**config.mk**
```make
export PLATFORM = sky130hd
export DESIGN_NAME = crmc_top
export DESIGN_NICKNAME = d
export VERILOG_FILES = /design/src/common/crmc_pkg.sv /design/src/rtl/crmc_top.sv
export SDC_FILE = /design/constraint.sdc
export NUM_CORES = 1
export LEC_CHECK = 0
export ABC_AREA = 1
export BUFFER_PORTS_ARGS = -buffer_cell sky130_fd_sc_hd__buf_2
export CELL_PAD_IN_SITES_DETAIL_PLACEMENT = 1
export CELL_PAD_IN_SITES_GLOBAL_PLACEMENT = 2
export CORE_ASPECT_RATIO = 0.8
export CORE_UTILIZATION = 32
export CTS_CLUSTER_SIZE = 28
export DETAILED_ROUTE_END_ITERATION = 10
export PLACE_DENSITY = 0.85
export SYNTH_ARGS = -nofsm -noshare
export SYNTH_HDL_FRONTEND = slang
export SYNTH_SLANG_ARGS = --single-unit
```
**constraint.sdc**
```tcl
create_clock -name clk_i -period 2.25 [get_ports clk_i]
set_clock_uncertainty 0.2 [all_clocks]
set_input_delay 0.225 -clock clk_i [delete_from_list [all_inputs] [get_ports clk_i]]
set_output_delay 0.225 -clock clk_i [all_outputs]
set_load 0.05 [all_outputs]
```
**src/common/crmc_pkg.sv**
```systemverilog
// Package with the register map, field layout and timing constants of the clock/reset block.
package crmc_pkg;
  // ******************************
  // Register map
  // ******************************
  localparam logic [4:0] SYSCTL_OFS = 5'h00;
  localparam logic [4:0] OSCCTL_OFS = 5'h04;
  localparam logic [4:0] STBYCTL_OFS = 5'h08;
  localparam logic [4:0] EXTSEL_OFS = 5'h0C;
  localparam logic [4:0] SPDSEL_OFS = 5'h10;
  localparam logic [4:0] RSTFLG_OFS = 5'h14;
  localparam logic [31:0] SYSCTL_RST = 32'h0001_0000;
  localparam logic [31:0] OSCCTL_RST = 32'h8001_0030;
  localparam logic [31:0] STBYCTL_RST = 32'h0000_0103;
  localparam logic [31:0] EXTSEL_RST = 32'h0000_721E;
  localparam logic [31:0] SPDSEL_RST = 32'h0000_0000;
  // Writable bits of each register; other bits read as their reset value, except the OSC_WURUN and SPD_STATE status bits and the read-only RSTFLG flags.
  localparam logic [31:0] SYSCTL_WMASK = 32'h0013_3707;
  localparam logic [31:0] OSCCTL_WMASK = 32'hFFFF_CF08;
  localparam logic [31:0] STBYCTL_WMASK = 32'h0001_0307;
  localparam logic [31:0] EXTSEL_WMASK = 32'h0000_0001;
  localparam logic [31:0] SPDSEL_WMASK = 32'h0000_0002;
  // ******************************
  // Field positions
  // ******************************
  localparam int SYS_ADCSTOP = 20;
  localparam int SYS_CKOUT = 16;
  localparam int SYS_PBYP = 13;
  localparam int SYS_PBASE = 12;
  localparam int SYS_PRE = 8;
  localparam int SYS_GEAR = 0;
  localparam int OSC_WUH = 20;
  localparam int OSC_WUHS = 19;
  localparam int OSC_XUSE = 18;
  localparam int OSC_HSSEL = 17;
  localparam int OSC_IHEN = 16;
  localparam int OSC_WUL = 14;
  localparam int OSC_EINEN = 11;
  localparam int OSC_LSSEL = 10;
  localparam int OSC_ELEN = 9;
  localparam int OSC_EHEN = 8;
  localparam int OSC_WUSPD = 3;
  localparam int OSC_WURUN = 1;
  localparam int OSC_WUGO = 0;
  localparam int STB_PINS = 16;
  localparam int STB_LSAFT = 9;
  localparam int STB_HSAFT = 8;
  localparam int STB_MODE = 0;
  localparam int SPD_REQ = 1;
  localparam int SPD_STATE = 0;
  // ******************************
  // Codes
  // ******************************
  localparam logic [2:0] GEAR_D1 = 3'h0;
  localparam logic [2:0] GEAR_D2 = 3'h4;
  localparam logic [2:0] GEAR_D4 = 3'h5;
  localparam logic [2:0] GEAR_D8 = 3'h6;
  localparam logic [2:0] GEAR_D16 = 3'h7;
  localparam logic [2:0] PRE_MAX = 3'h5;
  localparam logic [1:0] CKO_LS = 2'h0;
  localparam logic [1:0] CKO_SYSD2 = 2'h1;
  localparam logic [1:0] CKO_SYS = 2'h2;
  // ******************************
  // Timing
  // ******************************
  localparam int CLK_PERIOD_NS = 100;
  localparam int RST_PIN_HOLD_NS = 1600000;
  localparam int RST_PIN_CYCLES = RST_PIN_HOLD_NS / CLK_PERIOD_NS;
  localparam int RST_SOFT_OSC_CYCLES = 30;
  localparam int RST_CNT_W = 20;
  // ******************************
  // Carriers
  // ******************************
  typedef struct packed {
    logic cyc;
    logic stb;
    logic we;
    logic [4:0] adr;
    logic [3:0] sel;
    logic [31:0] dat;
  } crmc_wb_req_s;
  typedef struct packed {
    logic int_hs_osc_enable;
    logic ext_hs_osc_enable;
    logic ext_ls_osc_enable;
    logic ext_hs_input_enable;
    logic ext_crystal_use;
    logic hs_oscillator_select;
    logic ls_source_select;
    logic hs_input_pin_select;
  } crmc_osc_s;
  typedef struct packed {
    logic [2:0] low_power_mode_select;
    logic pins_active_in_stop;
    logic hs_osc_after_stop;
    logic ls_osc_after_stop;
  } crmc_low_power_mode_select_s;
  typedef enum logic [1:0] {
    RS_PIN = 2'h0,
    RS_HOLD = 2'h1,
    RS_RUN = 2'h3,
    RS_SOFT = 2'h2
  } crmc_rst_e;
endpackage : crmc_pkg

```
**src/rtl/crmc_top.sv**
```systemverilog
// Clock, reset and standby-mode controller with a Wishbone register slave.
//
// Design decision made here: the Wishbone slave port.
`timescale 1ns/1ps
module crmc_top #(
  parameter int RST_HOLD_CYCLES = crmc_pkg::RST_PIN_CYCLES
) (
  input wire logic clk_i,  // internal high-speed oscillator clock
  input wire logic rst_i,  // power-on reset, active high
  input wire crmc_pkg::crmc_wb_req_s wb_req_i,  // Wishbone request
  output logic wb_ack_o,  // Wishbone acknowledge
  output logic [31:0] wb_dat_o,  // Wishbone read data
  input wire logic reset_pin_n_i,  // external reset pin, active low
  input wire logic watchdog_timer_reset_i,  // watchdog reset pulse
  input wire logic cpu_system_reset_request_i,  // CPU reset request
  input wire logic ext_hs_osc_i,  // external high-speed oscillator
  input wire logic ext_hs_in_i,  // external high-speed clock pin
  input wire logic ls_osc_i,  // external low-speed oscillator
  input wire logic ls_in_i,  // external low-speed clock pin
  output logic sys_reset_o,  // internal reset, active high
  output logic sys_tick_o,  // system clock enable
  output logic prescaler_clock_o,  // prescaler clock enable
  output logic periph_tick_o,  // peripheral clock enable
  output logic converter_clk_en_o,  // converter clock running
  output logic clock_out_pin_o,  // clock output pin
  output crmc_pkg::crmc_osc_s osc_o,  // oscillator controls
  output crmc_pkg::crmc_low_power_mode_select_s low_power_mode_select_o  // standby controls
);
  // ******************************
  // Pin synchronisers
  // ******************************
  localparam int NPIN = 5;
  logic [NPIN-1:0] pin_raw;
  logic [NPIN-1:0] pin_s1_r;
  logic [NPIN-1:0] pin_s2_r;
  logic [NPIN-1:0] pin_s3_r;
  logic [NPIN-1:0] pin_rise;
  assign pin_raw = {reset_pin_n_i, ls_in_i, ls_osc_i, ext_hs_in_i, ext_hs_osc_i};
  genvar gi;
  generate
    for (gi = 0; gi < NPIN; gi++)
    begin : g_sync
      always_ff @(posedge clk_i)
      begin
        pin_s1_r[gi] <= pin_raw[gi];
        pin_s2_r[gi] <= pin_s1_r[gi];
        pin_s3_r[gi] <= pin_s2_r[gi];
      end
      assign pin_rise[gi] = pin_s2_r[gi] & ~pin_s3_r[gi];
    end
  endgenerate
  logic pin_low;
  assign pin_low = ~pin_s2_r[4];

  // ******************************
  // Reset sequencer
  // ******************************
  crmc_pkg::crmc_rst_e rst_st_r, rst_st_nxt;
  logic [crmc_pkg::RST_CNT_W-1:0] rst_cnt_r, rst_cnt_nxt;
  logic [2:0] rst_flg_r, rst_flg_nxt;
  localparam logic [crmc_pkg::RST_CNT_W-1:0] HOLD_LAST =
    crmc_pkg::RST_CNT_W'(RST_HOLD_CYCLES - 1);
  localparam logic [crmc_pkg::RST_CNT_W-1:0] SOFT_LAST =
    crmc_pkg::RST_CNT_W'(crmc_pkg::RST_SOFT_OSC_CYCLES - 1);
  always_comb
  begin
    rst_st_nxt = rst_st_r;
    rst_cnt_nxt = rst_cnt_r + 1'b1;
    rst_flg_nxt = rst_flg_r;
    if (pin_low)
    begin
      rst_st_nxt = crmc_pkg::RS_PIN;
      rst_cnt_nxt = '0;
      rst_flg_nxt = 3'h1;
    end
    else
    begin
      unique case (rst_st_r)
        crmc_pkg::RS_PIN:
        begin
          rst_st_nxt = crmc_pkg::RS_HOLD;
          rst_cnt_nxt = '0;
        end
        crmc_pkg::RS_HOLD:
          if (rst_cnt_r == HOLD_LAST)
            rst_st_nxt = crmc_pkg::RS_RUN;
        crmc_pkg::RS_SOFT:
          if (rst_cnt_r == SOFT_LAST)
            rst_st_nxt = crmc_pkg::RS_RUN;
        crmc_pkg::RS_RUN:
        begin
          rst_cnt_nxt = '0;
          if (watchdog_timer_reset_i | cpu_system_reset_request_i)
          begin
            rst_st_nxt = crmc_pkg::RS_SOFT;
            rst_flg_nxt = {cpu_system_reset_request_i, watchdog_timer_reset_i, 1'b0};
          end
        end
      endcase
    end
  end
  always_ff @(posedge clk_i)
  begin
    if (rst_i)
    begin
      rst_st_r <= crmc_pkg::RS_PIN;
      rst_cnt_r <= '0;
      rst_flg_r <= 3'h1;
    end
    else
    begin
      rst_st_r <= rst_st_nxt;
      rst_cnt_r <= rst_cnt_nxt;
      rst_flg_r <= rst_flg_nxt;
    end
  end
  logic srst;
  assign srst = rst_i | (rst_st_r != crmc_pkg::RS_RUN);
  assign sys_reset_o = srst;

  // ******************************
  // Register slave
  // ******************************
  logic [31:0] sys_r, sys_nxt, osc_r, osc_nxt, stb_r, stb_nxt;
  logic [31:0] ext_r, ext_nxt, spd_r, spd_nxt, rdat_nxt;
  logic ack_nxt, acc, wr, wu_go;
  logic wu_run_r;
  logic spd_state_r, spd_state_nxt;
  logic [31:0] bmask;
  function automatic logic [31:0] wmerge(input logic [31:0] old, input logic [31:0] dat,
                                         input logic [31:0] bm, input logic [31:0] wm);
    logic [31:0] m;
    m = bm & wm;
    return (old & ~m) | (dat & m);
  endfunction : wmerge
  assign acc = wb_req_i.cyc & wb_req_i.stb & ~wb_ack_o;
  assign wr = acc & wb_req_i.we;
  assign bmask = {{8{wb_req_i.sel[3]}}, {8{wb_req_i.sel[2]}},
                  {8{wb_req_i.sel[1]}}, {8{wb_req_i.sel[0]}}};
  always_comb
  begin
    sys_nxt = sys_r;
    osc_nxt = osc_r;
    stb_nxt = stb_r;
    ext_nxt = ext_r;
    spd_nxt = spd_r;
    ack_nxt = acc;
    wu_go = 1'b0;
    rdat_nxt = '0;
    if (wr)
    begin
      unique case (wb_req_i.adr)
        crmc_pkg::SYSCTL_OFS: sys_nxt = wmerge(sys_r, wb_req_i.dat, bmask, crmc_pkg::SYSCTL_WMASK);
        crmc_pkg::OSCCTL_OFS:
        begin
          osc_nxt = wmerge(osc_r, wb_req_i.dat, bmask, crmc_pkg::OSCCTL_WMASK);
          wu_go = wb_req_i.sel[0] & wb_req_i.dat[crmc_pkg::OSC_WUGO];
        end
        crmc_pkg::STBYCTL_OFS: stb_nxt = wmerge(stb_r, wb_req_i.dat, bmask, crmc_pkg::STBYCTL_WMASK);
        crmc_pkg::EXTSEL_OFS: ext_nxt = wmerge(ext_r, wb_req_i.dat, bmask, crmc_pkg::EXTSEL_WMASK);
        crmc_pkg::SPDSEL_OFS: spd_nxt = wmerge(spd_r, wb_req_i.dat, bmask, crmc_pkg::SPDSEL_WMASK);
        default: ;
      endcase
    end
    if (acc & ~wb_req_i.we)
    begin
      unique case (wb_req_i.adr)
        crmc_pkg::SYSCTL_OFS: rdat_nxt = sys_r;
        crmc_pkg::OSCCTL_OFS: rdat_nxt = osc_r | (32'(wu_run_r) << crmc_pkg::OSC_WURUN);
        crmc_pkg::STBYCTL_OFS: rdat_nxt = stb_r;
        crmc_pkg::EXTSEL_OFS: rdat_nxt = ext_r;
        crmc_pkg::SPDSEL_OFS: rdat_nxt = spd_r | (32'(spd_state_r) << crmc_pkg::SPD_STATE);
        crmc_pkg::RSTFLG_OFS: rdat_nxt = {29'h0, rst_flg_r};
        default: rdat_nxt = '0;
      endcase
    end
  end
  always_ff @(posedge clk_i)
  begin
    if (srst)
    begin
      sys_r <= crmc_pkg::SYSCTL_RST;
      osc_r <= crmc_pkg::OSCCTL_RST;
      stb_r <= crmc_pkg::STBYCTL_RST;
      ext_r <= crmc_pkg::EXTSEL_RST;
      spd_r <= crmc_pkg::SPDSEL_RST;
      wb_ack_o <= 1'b0;
      wb_dat_o <= '0;
    end
    else
    begin
      sys_r <= sys_nxt;
      osc_r <= osc_nxt;
      stb_r <= stb_nxt;
      ext_r <= ext_nxt;
      spd_r <= spd_nxt;
      wb_ack_o <= ack_nxt;
      wb_dat_o <= rdat_nxt;
    end
  end
  assign osc_o.int_hs_osc_enable = osc_r[crmc_pkg::OSC_IHEN];
  assign osc_o.ext_hs_osc_enable = osc_r[crmc_pkg::OSC_EHEN];
  assign osc_o.ext_ls_osc_enable = osc_r[crmc_pkg::OSC_ELEN];
  assign osc_o.ext_hs_input_enable = osc_r[crmc_pkg::OSC_EINEN];
  assign osc_o.ext_crystal_use = osc_r[crmc_pkg::OSC_XUSE];
  assign osc_o.hs_oscillator_select = osc_r[crmc_pkg::OSC_HSSEL];
  assign osc_o.ls_source_select = osc_r[crmc_pkg::OSC_LSSEL];
  assign osc_o.hs_input_pin_select = ext_r[crmc_pkg::SPD_STATE];
  assign low_power_mode_select_o.low_power_mode_select = stb_r[crmc_pkg::STB_MODE +: 3];
  assign low_power_mode_select_o.pins_active_in_stop = stb_r[crmc_pkg::STB_PINS];
  assign low_power_mode_select_o.hs_osc_after_stop = stb_r[crmc_pkg::STB_HSAFT];
  assign low_power_mode_select_o.ls_osc_after_stop = stb_r[crmc_pkg::STB_LSAFT];
  assign converter_clk_en_o = ~sys_r[crmc_pkg::SYS_ADCSTOP];

  // ******************************
  // Clock sources
  // ******************************
  logic ehosc_tick, ein_tick, lsosc_tick, lsin_tick, hs_tick, ls_tick;
  assign ehosc_tick = pin_rise[0] & osc_r[crmc_pkg::OSC_EHEN];
  assign ein_tick = pin_rise[1] & osc_r[crmc_pkg::OSC_EINEN];
  assign lsosc_tick = pin_rise[2] & osc_r[crmc_pkg::OSC_ELEN];
  assign lsin_tick = pin_rise[3];
  assign ls_tick = osc_r[crmc_pkg::OSC_LSSEL] ? lsin_tick : lsosc_tick;
  always_comb
  begin
    if (ext_r[crmc_pkg::SPD_STATE])
      hs_tick = ein_tick;
    else if (osc_r[crmc_pkg::OSC_HSSEL])
      hs_tick = ehosc_tick;
    else
      hs_tick = osc_r[crmc_pkg::OSC_IHEN];
  end

  // ******************************
  // Gear, speed switch and prescaler
  // ******************************
  logic [3:0] gcnt_r, gcnt_nxt, gdiv_r, gdiv_nxt, gdiv_req;
  logic [4:0] pcnt_r, pcnt_nxt, pdiv_r, pdiv_nxt, pdiv_req;
  logic gear_tick, pbase_tick, pre_tick;
  logic [2:0] gear_f, pre_f;
  assign gear_f = sys_r[crmc_pkg::SYS_GEAR +: 3];
  assign pre_f = sys_r[crmc_pkg::SYS_PRE +: 3];
  always_comb
  begin
    unique case (gear_f)
      crmc_pkg::GEAR_D1: gdiv_req = 4'h0;
      crmc_pkg::GEAR_D2: gdiv_req = 4'h1;
      crmc_pkg::GEAR_D4: gdiv_req = 4'h3;
      crmc_pkg::GEAR_D8: gdiv_req = 4'h7;
      crmc_pkg::GEAR_D16: gdiv_req = 4'hF;
      default: gdiv_req = gdiv_r;
    endcase
    pdiv_req = (pre_f > crmc_pkg::PRE_MAX) ? pdiv_r : 5'((6'h01 << pre_f) - 6'h01);
    gear_tick = hs_tick & (gcnt_r == gdiv_r);
    gcnt_nxt = gcnt_r;
    gdiv_nxt = gdiv_r;
    if (hs_tick)
      gcnt_nxt = gear_tick ? 4'h0 : gcnt_r + 4'h1;
    if (gear_tick | (gcnt_r == 4'h0))
      gdiv_nxt = gdiv_req;
    pbase_tick = sys_r[crmc_pkg::SYS_PBASE] ? hs_tick : gear_tick;
    pre_tick = pbase_tick & (pcnt_r == pdiv_r);
    pcnt_nxt = pcnt_r;
    pdiv_nxt = pdiv_r;
    if (pbase_tick)
      pcnt_nxt = pre_tick ? 5'h00 : pcnt_r + 5'h01;
    if (pre_tick | (pcnt_r == 5'h00))
      pdiv_nxt = pdiv_req;
    spd_state_nxt = spd_state_r;
    if (spd_r[crmc_pkg::SPD_REQ] & ls_tick)
      spd_state_nxt = 1'b1;
    else if (~spd_r[crmc_pkg::SPD_REQ] & gear_tick)
      spd_state_nxt = 1'b0;
  end
  always_ff @(posedge clk_i)
  begin
    if (srst)
    begin
      gcnt_r <= '0;
      gdiv_r <= '0;
      pcnt_r <= '0;
      pdiv_r <= '0;
      spd_state_r <= 1'b0;
    end
    else
    begin
      gcnt_r <= gcnt_nxt;
      gdiv_r <= gdiv_nxt;
      pcnt_r <= pcnt_nxt;
      pdiv_r <= pdiv_nxt;
      spd_state_r <= spd_state_nxt;
    end
  end
  assign sys_tick_o = spd_state_r ? ls_tick : gear_tick;
  assign prescaler_clock_o = pre_tick;
  assign periph_tick_o = sys_r[crmc_pkg::SYS_PBYP] ? sys_tick_o : pre_tick;

  // ******************************
  // Clock output pin
  // ******************************
  logic cko_r, cko_nxt;
  always_comb
  begin
    unique case (sys_r[crmc_pkg::SYS_CKOUT +: 2])
      crmc_pkg::CKO_LS: cko_nxt = cko_r ^ ls_tick;
      crmc_pkg::CKO_SYSD2: cko_nxt = cko_r ^ sys_tick_o;
      crmc_pkg::CKO_SYS: cko_nxt = sys_tick_o;
      default: cko_nxt = cko_r ^ pre_tick;
    endcase
  end
  always_ff @(posedge clk_i)
  begin
    if (srst)
      cko_r <= 1'b0;
    else
      cko_r <= cko_nxt;
  end
  assign clock_out_pin_o = cko_r;

  // ******************************
  // Warm-up timer
  // ******************************
  logic [15:0] wu_cnt_r, wu_cnt_nxt;
  logic wu_run_nxt, wu_tick;
  always_comb
  begin
    if (osc_r[crmc_pkg::OSC_WUSPD])
      wu_tick = ls_tick;
    else
      wu_tick = osc_r[crmc_pkg::OSC_WUHS] ? ehosc_tick : osc_r[crmc_pkg::OSC_IHEN];
    wu_cnt_nxt = wu_cnt_r;
    wu_run_nxt = wu_run_r;
    if (wu_go)
    begin
      wu_cnt_nxt = {osc_nxt[crmc_pkg::OSC_WUH +: 12], osc_nxt[crmc_pkg::OSC_WUL +: 2], 2'h0};
      wu_run_nxt = 1'b1;
    end
    else if (wu_run_r & wu_tick)
    begin
      if (wu_cnt_r <= 16'h0001)
        wu_run_nxt = 1'b0;
      wu_cnt_nxt = (wu_cnt_r == 16'h0000) ? 16'h0000 : wu_cnt_r - 16'h0001;
    end
  end
  always_ff @(posedge clk_i)
  begin
    if (srst)
    begin
      wu_cnt_r <= '0;
      wu_run_r <= 1'b0;
    end
    else
    begin
      wu_cnt_r <= wu_cnt_nxt;
      wu_run_r <= wu_run_nxt;
    end
  end
endmodule : crmc_top

```
# After elaboration in Yosys (flattened, before gate mapping)

Cells that the tools add are included.

Word-level logic and storage cells: 175
Output and inout port bits: 53
Input port bits: 53
Bits in registers: 269

Muxes and demuxes: 29
Magnitude comparators: 2
Bitwise logic cells: 57
Reductions and logical operators: 25
Equality and inequality tests: 22
$add $sub $neg: 5
Shift-type cells: 1

Operators by type and width:

| cell                                                                   | number |
|---|---|
| 32-bit bitwise AND                                                     | 6 |
| 32-bit one-hot mux with 6 select lines                                 | 1 |
| 32-bit OR                                                              | 5 |
| 32-bit 2-to-1 mux                                                      | 2 |
| 16-bit 2-to-1 mux                                                      | 3 |
| 32-bit by 1-bit bitwise AND with 32-bit output                         | 1 |
| 32-bit by 17-bit bitwise AND with 32-bit output                        | 1 |
| 32-bit by 2-bit bitwise AND with 32-bit output                         | 1 |
| 32-bit by 21-bit bitwise AND with 32-bit output                        | 1 |
| 1-bit inverter with 32-bit output                                      | 1 |
| 17-bit inverter with 32-bit output                                     | 1 |
| 2-bit inverter with 32-bit output                                      | 1 |
| 21-bit inverter with 32-bit output                                     | 1 |
| 32-bit inverter                                                        | 1 |
| 32-bit by 1-bit OR with 32-bit output                                  | 1 |
| 32-bit by 2-bit OR with 32-bit output                                  | 1 |
| 20-bit by 1-bit adder with 20-bit output, second input constant        | 1 |
| 20-bit by 14-bit == test with 1-bit output, second input constant      | 1 |
| 20-bit by 5-bit == test with 1-bit output, second input constant       | 1 |
| 4-bit one-hot mux with 5 select lines                                  | 1 |
| 2-bit AND reduction                                                    | 9 |
| 1-bit bitwise AND                                                      | 17 |
| 16-bit by 1-bit <= comparator with 1-bit output, second input constant | 1 |
| 16-bit zero test                                                       | 1 |
| other kinds (33)                                                       | 81 |

# Logic depth before layout (Yosys ltp)

Gate-level depths: netlist of the first run.

Depth in word-level cells: 10
Depth in mapped cells: 15
Depth with buffers taken out: 15

# Worst setup path after synthesis of the first run

Ideal clock, no wire load.

Kind: register to output
Start: reg with a tool-made name
End: out periph_tick_o
Path slack: -720 ps
Data required time: 1,825 ps
Stages on the path, launching flop included: 7
Data arrival time: 2,545 ps
Cell sequence: dfxtp_1 > nand4_1 > nand2_2 > nand2_1 > nand2_1 > nand2_1 > o21ai_0

RTL lines:

| element       | RTL line       | RTL |
|---|---|---|
| end, declared | crmc_top.sv:23 | `output logic periph_tick_o,` |

# Final worst setup path of the first run

Start: reg rst_st_r[1]
End: out sys_reset_o

Longest elaborated chain between the ends: 2

RTL lines:

| element                | RTL line        | RTL |
|---|---|---|
| start, declared        | crmc_top.sv:58  | `crmc_pkg::crmc_rst_e rst_st_r, rst_st_nxt;` |
| start signal, assigned | crmc_top.sv:106 | `rst_st_r <= crmc_pkg::RS_PIN;` |
| start signal, assigned | crmc_top.sv:112 | `rst_st_r <= rst_st_nxt;` |
| 2-bit inequality test  | crmc_top.sv:118 | `assign srst = rst_i \| (rst_st_r != crmc_pkg::RS_RUN);` |
| 1-bit OR               | crmc_top.sv:118 |  |
| end, declared          | crmc_top.sv:20  | `output logic sys_reset_o,` |

Every way passes these cells.

==> impl_metrics.toml, run 1 <==
[grt]
met2_usage_pct = 29.08
use_met1_pct = 27.86
met3_track_usage_gr_pct = 5.118
number_of_antenna_violations_at_the_first_check_in_global_routing = 3
gr-max-usage-layer = "met2"
grtUsageTotal_pct = 19.62
grt_remaining_overflow = 0
first_global_vias = 6133
grt_start_max_net_pins = 34
wire_length_of_the_first_global_routing_pass_mm = 31.65

[finish]
postLayoutCellArea_sq_um = 8707
fillers = 2495
syn_to_final_growth_pct = 32.93
layout.nets = 1117
final_layout_size_suffix_gt1_share_pct = 22.30

[floorplanning]
floorplan.die_area_sq_um = 21050
initial_utilization_pct = 32.89
placement_rows = 46
core_area_sq_um = 19910
die_height_um = 130.0
top_level_ports = 106
chipWidth_um = 162.0

[timing]
setup_viol_count_final = 0
drv_slew = 0
crit_share_post_route_pct = 96.33
timing.fmax_mhz = 461.4
timing.final.crit_period_ps = 2167
hold-worst-slack_ps = -7.908
final.setup.tns_ps = 0
timing.final.hold_violations = 1

[placement]
place_hpwl_mm = 15.10
place.port_buffers = 99
place_area_sq_um = 7491
globalplace.congestion = 0.7777

[critical_path]
timing.critical_path.fanout_max = 26
critical_path.max_stage_delay_ps = 350
critical_path_end_type = "output port"
timing.setup.critical_path_class = "register to output port"
critical_path.n_buffers_inverters = 4
crit_arrival_ps = 1740
critPathRequiredTime_ps = 1820
critical-path-top-delay-family = "buffers and inverters"
crit_slowest_cell = "dfxtp_1"
crit_path_cell_trace = "ha_1 -> inv_1 -> nor2_4 -> inv_2 -> buf_8 -> buf_4"
worst_setup_path_start_kind = "register"

[cts]
cts-root-to-sink-buffers = 2
worst_skew_pair.late_latency_ps = 430
numClockSinks = 149
clk_pin_slew_ps = 60
ctsHtreeMaxLevel = 4
clockRootBuffer = "clkbuf_16"
tritoncts = "built"
numCtsBuffers = 17

[hold_path]
timing.hold.worst.class = "input pin to register"

[power]
clock_power_share_pct = 48.8
power_switching_share_pct = 24.82
seq_power_share_pct = 47.5
power_density_nw_per_um2 = 643.2
p_int_w = 0.004210
p_leak_nw = 3.824
power.switching_w = 0.001390
power.ir.vdd_worst_mv = 0.3613
pwr-share-comb_pct = 3.7

[route]
route.detailed.vias_per_inst = 4.709
drt_drc_violations_left = 0
wl_mm = 20.24
dr.pass1.iters = 4
antenna_violating_nets_post_route = 0
route.detailed.wl_per_inst_um = 15.23
first_iter_violations = 244
total_number_of_vias = 6258

[yosys]
syn_area_per_cell_sq_um = 7.503
synth-edff-count = 0
ys.flop_type = "dfxtp_1"
register_bit_count_reported_by_yosys = 149
post_synthesis_cell_count = 873
synthesis.area_sq_um = 6550
ys_warn_count = 0
async_flop_share_pct = 0
sequential_cell_area_fraction_in_the_yosys_report_pct = 45.54
synth_cell_type_count = 45

[status]
violations = "hold timing"
outcome = "finished with violations"

[job]
number_of_maximum_capacitance_violations = 0
[worst register-to-register path: stages (launching register included)]
cell and delay (ps):
dfxtp_1 340, nand3_1 110, o21ai_0 220, buf_4 170, o211ai_1 180, nor2_2 370, nand2_8 110, o21ai_0 180
nand2_1 80, nand2_1 60
[layer usage]
metal / part of all wire [%] / wire length [um]
met5: 0.084 / 17
met4: 1.2 / 244
met3: 4.8 / 978
met2: 43 / 8606
met1: 51 / 10390
[worst paths after layout]
path | startpoint | endpoint | slack [ps] | depth (start not counted)
max | rst_st_r[1]$_SDFFE_PP0P_ | sys_reset_o | 80 | 6
min | wb_req_i[41] | wb_dat_o[14]$_SDFF_PP0_ | -8 | 4
max reg2reg | pin_s2_r[0]$_DFF_P_ | wu_cnt_r[8]$_SDFFE_PP0P_ | 180 | 9
min reg2reg | pin_s1_r[0]$_DFF_P_ | pin_s2_r[0]$_DFF_P_ | 130 | 0
[cells in the final DEF (no fill, tap or decap), drive strengths merged, types with 3 or more instances in the layout]
master       Yosys  routed
nand2          162     162
nand4           10      10
nand3b           3       3
inv            136     145
nor4             7       7
dfxtp          149     149
ha              14      14
clkinv           0       3
buf             16     143
nand3           49      49
dlygate4sd3      0      37
nor2           111     111
xnor2           10      10
o211ai           7       7
xor2            14      14
a21oi           58      58
o21ai           58      58
clkbuf           7      17
or2              3       3
clkinvlp         0       3
a211oi          16      16
nor3            25      25
o22ai            5       5
[Yosys cell counts (2+ instances only)]
cell type	number	area share, %
a211oi_1	11	1.3
a211oi_2	5	0.96
a21oi_1	58	4.4
a221oi_1	2	0.27
a31oi_1	2	0.19
buf_1	2	0.11
buf_2	2	0.15
buf_4	10	1.1
buf_6	2	0.34
clkbuf_1	7	0.40
dfxtp_1	149	46
ha_1	14	2.7
inv_1	129	7.4
inv_2	7	0.40
nand2_1	157	9.0
nand2_2	4	0.38
nand3_1	48	3.7
nand3b_1	3	0.34
nand4_1	10	0.96
nor2_1	107	6.1
nor2_4	3	0.52
nor3_1	23	1.8
nor4_1	6	0.57
o211ai_1	7	0.80
o21a_1	2	0.23
o21ai_0	52	4.0
o21ai_1	5	0.38
o22ai_1	5	0.48
o31ai_1	2	0.23
or2_0	2	0.19
xnor2_1	10	1.3
xor2_1	14	1.9
[what timing repair did]
| action | 4_1_cts | 5_1_grt |
|---|---|---|
| gates resized for setup | 19 | 38 |
| hold endpoints to repair | 50 | 0 |
| buffers inserted | 4 | 8 |
| gates cloned | 0 | 0 |
| endpoints found under the setup margin | 4 | 22 |
| hold buffers | 37 | 0 |
| pin swaps | 4 | 12 |
[stage by stage]
stage | setup slack (ps) | std cells | total power, W | utilization (%)
after floorplan | 80.38 | 874 | 0.002790 | -
final | 82.57 | 1329 | 0.005600 | 43.72
after CTS | 2.046 | 1319 | 0.005659 | 42.74
after global placement | 115.7 | 1246 | 0.002872 | 37.62
after global routing | -5.255 | 1328 | 0.005811 | 43.71
after detailed placement | 57.59 | 1246 | 0.002874 | 37.62
[final cells by class]
type	instances	area, sq um	share of cell area, %
multi-input combinational	566	3069	35.25
inverter	136	513.0	5.892
tap	264	330.3	3.794
clock inverter	15	137.6	1.581
antenna	2	5.005	0.05748
clock buffer	17	425.4	4.886
sequential	149	3000	34.46
timing repair buffer	180	1226	14.08
[power groups by stage]
stage          combinational (W)  sequential (W)  clock (W)
2_1_floorplan          0.0000689         0.00272          0
3_3_place_gp            0.000151         0.00272          0
3_5_place_dp            0.000152         0.00272          0
4_1_cts                 0.000202         0.00266    0.00280
5_1_grt                 0.000225         0.00266    0.00292
6_report                0.000205         0.00266    0.00273
[kinds of logic (layout without fill, tap and decap cells)]
kind of cell,count (synthesis),after routing,synth area share [%]
buffers and inverters,159,348,9.952
adder cells (fa/ha/maj),14,14,2.674
XOR/XNOR,24,24,3.209
flip-flops,149,149,45.54
AO/OA/AOI/OAI,155,155,13.73
AND/OR/NAND/NOR,371,371,24.83
other,1,4,0.05725
(Power assumes the default switching activity.)
==> inputs of run 2 (changes only) <==
--- a/config.mk
+++ b/config.mk
@@ -13,6 +13,7 @@
 export CORE_UTILIZATION = 32
 export CTS_CLUSTER_SIZE = 28
 export DETAILED_ROUTE_END_ITERATION = 10
+export MAX_ROUTING_LAYER = met4
 export PLACE_DENSITY = 0.85
 export SYNTH_ARGS = -nofsm -noshare
 export SYNTH_HDL_FRONTEND = slang
==> run 2 against run 1 <==
The run now ends clean. Via count grew 0.24%. Worst hold slack gained 8.4 ps. Sequential share of layout area is essentially flat. Combinational power is essentially flat. Power is essentially flat. Sequential cell count is the same. Largest power group unchanged.
==> impl_metrics.toml, run 2 (synthesis gave the netlist of run 1 again) <==
[status]
outcome = "completed"

[timing]
finalWorstSetupSlack_ps = 84.00
final.setup.tns_ps = 0
timing.fmax_mhz = 461.7
timing.final.hold_violations = 0
setup_viol_count_final = 0
timing.final.crit_period_ps = 2166
crit_share_post_route_pct = 96.27
drv_slew = 0

[critical_path]
timing.critical_path.fanout_max = 26
worstSetupPathDepth = 6
reg2regPathDepth = 9
rr_endpoint = "wu_cnt_r[8]$_SDFFE_PP0P_"
rrSetupSlack_ps = 170
critical_path.n_buffers_inverters = 4
critPathRequiredTime_ps = 1820
critical-path-top-delay-family = "buffers and inverters"
worst_setup_path_start_kind = "register"
timing.setup.critical_path_class = "register to output port"
crit_slowest_cell = "dfxtp_1"
crit_path_cell_trace = "ha_1 -> inv_1 -> nor2_4 -> inv_2 -> buf_8 -> buf_4"
critical_path_end_type = "output port"
critical_path.max_stage_delay_ps = 340
crit_arrival_ps = 1740
rr_startpoint = "pin_s2_r[0]$_DFF_P_"

[hold_path]
hold-path-endpoint = "wb_dat_o[14]$_SDFF_PP0_"
hold-path-cell-count = 4
holdCritStartpoint = "wb_req_i[41]"
timing.hold.worst.class = "input pin to register"

[placement]
globalplace.congestion = 0.7884
pre_cts_ws_ps = 57.59
place_area_sq_um = 7491
place_hpwl_mm = 15.10
place.port_buffers = 99

[grt]
grt_start_max_net_pins = 34
first_global_vias = 6121
grtUsageTotal_pct = 20.24
wire_length_of_the_first_global_routing_pass_mm = 31.64
grt_remaining_overflow = 0
number_of_antenna_violations_at_the_first_check_in_global_routing = 3

[finish]
syn_to_final_growth_pct = 32.97
postLayoutCellArea_sq_um = 8710
post-route-util_pct = 43.74
mostFrequentLayoutCell = "nand2_1"
most_frequent_cells_in_the_layout = "nand2_1 (148), dfxtp_1 (137), inv_1 (127)"
final_layout_size_suffix_gt1_share_pct = 22.30
layout.nets = 1117

[floorplanning]
initial_utilization_pct = 32.89
top_level_ports = 106
placement_rows = 46
die_height_um = 130.0
core_area_sq_um = 19910
chipWidth_um = 162.0
floorplan.die_area_sq_um = 21050

[cts]
ctsHtreeMaxLevel = 4
clockRootBuffer = "clkbuf_16"
tritoncts = "built"
cts-root-to-sink-buffers = 2
worst_skew_pair.late_latency_ps = 430
clk_pin_slew_ps = 60
numClockSinks = 149
numCtsBuffers = 17

[route]
wl_mm = 20.29
route.detailed.wl_per_inst_um = 15.26
route.detailed.vias_per_inst = 4.717
dr.pass1.iters = 4
antenna_violating_nets_post_route = 0
drt_drc_violations_left = 0
total_number_of_vias = 6273
first_iter_violations = 272

[power]
p_leak_nw = 3.824
power.ir.vdd_worst_mv = 0.3582
power_density_nw_per_um2 = 643.3

[job]
number_of_maximum_capacitance_violations = 0
## run 2: worst reg2reg max path: cells and delay by family (launching register included)
family                 cells  cell delay [ps]
flip-flops                 1              340
AO/OA/AOI/OAI              3              590
buffers and inverters      1              170
AND/OR/NAND/NOR            5              730
## run 2: what timing repair did
| item | CTS | global route |
|---|---|---|
| setup buffers | 4 | 8 |
| hold buffers | 37 | 0 |
| gates resized for setup | 19 | 38 |
| endpoints found under the hold margin | 50 | 0 |
| endpoints found under the setup margin | 4 | 22 |
| pin swaps | 4 | 12 |
## run 2: worst max-delay path by stage
stage                     slack (ps)                     start                       end
after CTS                          2                  register             periph_tick_o
after global placement           120                  register             periph_tick_o
final                             80  rst_st_r[1]$_SDFFE_PP0P_               sys_reset_o
after floorplan                   80  rst_st_r[0]$_SDFFE_PP0P_      osc_r[14]$_SDFF_PP0_
after global routing              -5              wb_req_i[42]  wu_cnt_r[5]$_SDFFE_PP0P_
after detailed placement          60  rst_st_r[1]$_SDFFE_PP0P_   wb_dat_o[10]$_SDFF_PP0_
## run 2: area by class of cell
type / instances / area (sq um)
multi-input combinational: 566 / 3069
sequential: 149 / 3000
inverter: 136 / 513.0
timing repair buffer: 180 / 1226
tap: 264 / 330.3
clock inverter: 15 / 137.6
antenna: 3 / 7.507
fill: 2496 / 11200
clock buffer: 17 / 425.4
## run 2: power breakdown
group	total [W]	switching (W)	internal (W)
sequential	0.00266	0.00000799	0.00265
clock	0.00274	0.00128	0.00146
combinational	0.000205	0.000108	0.0000974
## run 2: metrics by stage
step | std cells | power (W) | hold WS [ps]
after floorplan | 874 | 0.002790 | 52.72
after global placement | 1246 | 0.002872 | 113.2
after detailed placement | 1246 | 0.002874 | 113.5
after CTS | 1319 | 0.005659 | 3.272
after global routing | 1330 | 0.005811 | 18.16
final | 1330 | 0.005603 | 0.4948
## run 2: metal layers
layer  share of wire, %  global-route usage (%)  vias to the layer above
met5                  0                       -                        -
met4                1.2                   5.549                        0
met3                5.2                   5.118                       20
met2                 43                   29.01                      120
met1                 51                   27.94                     2955
li1                   -                       -                     3178
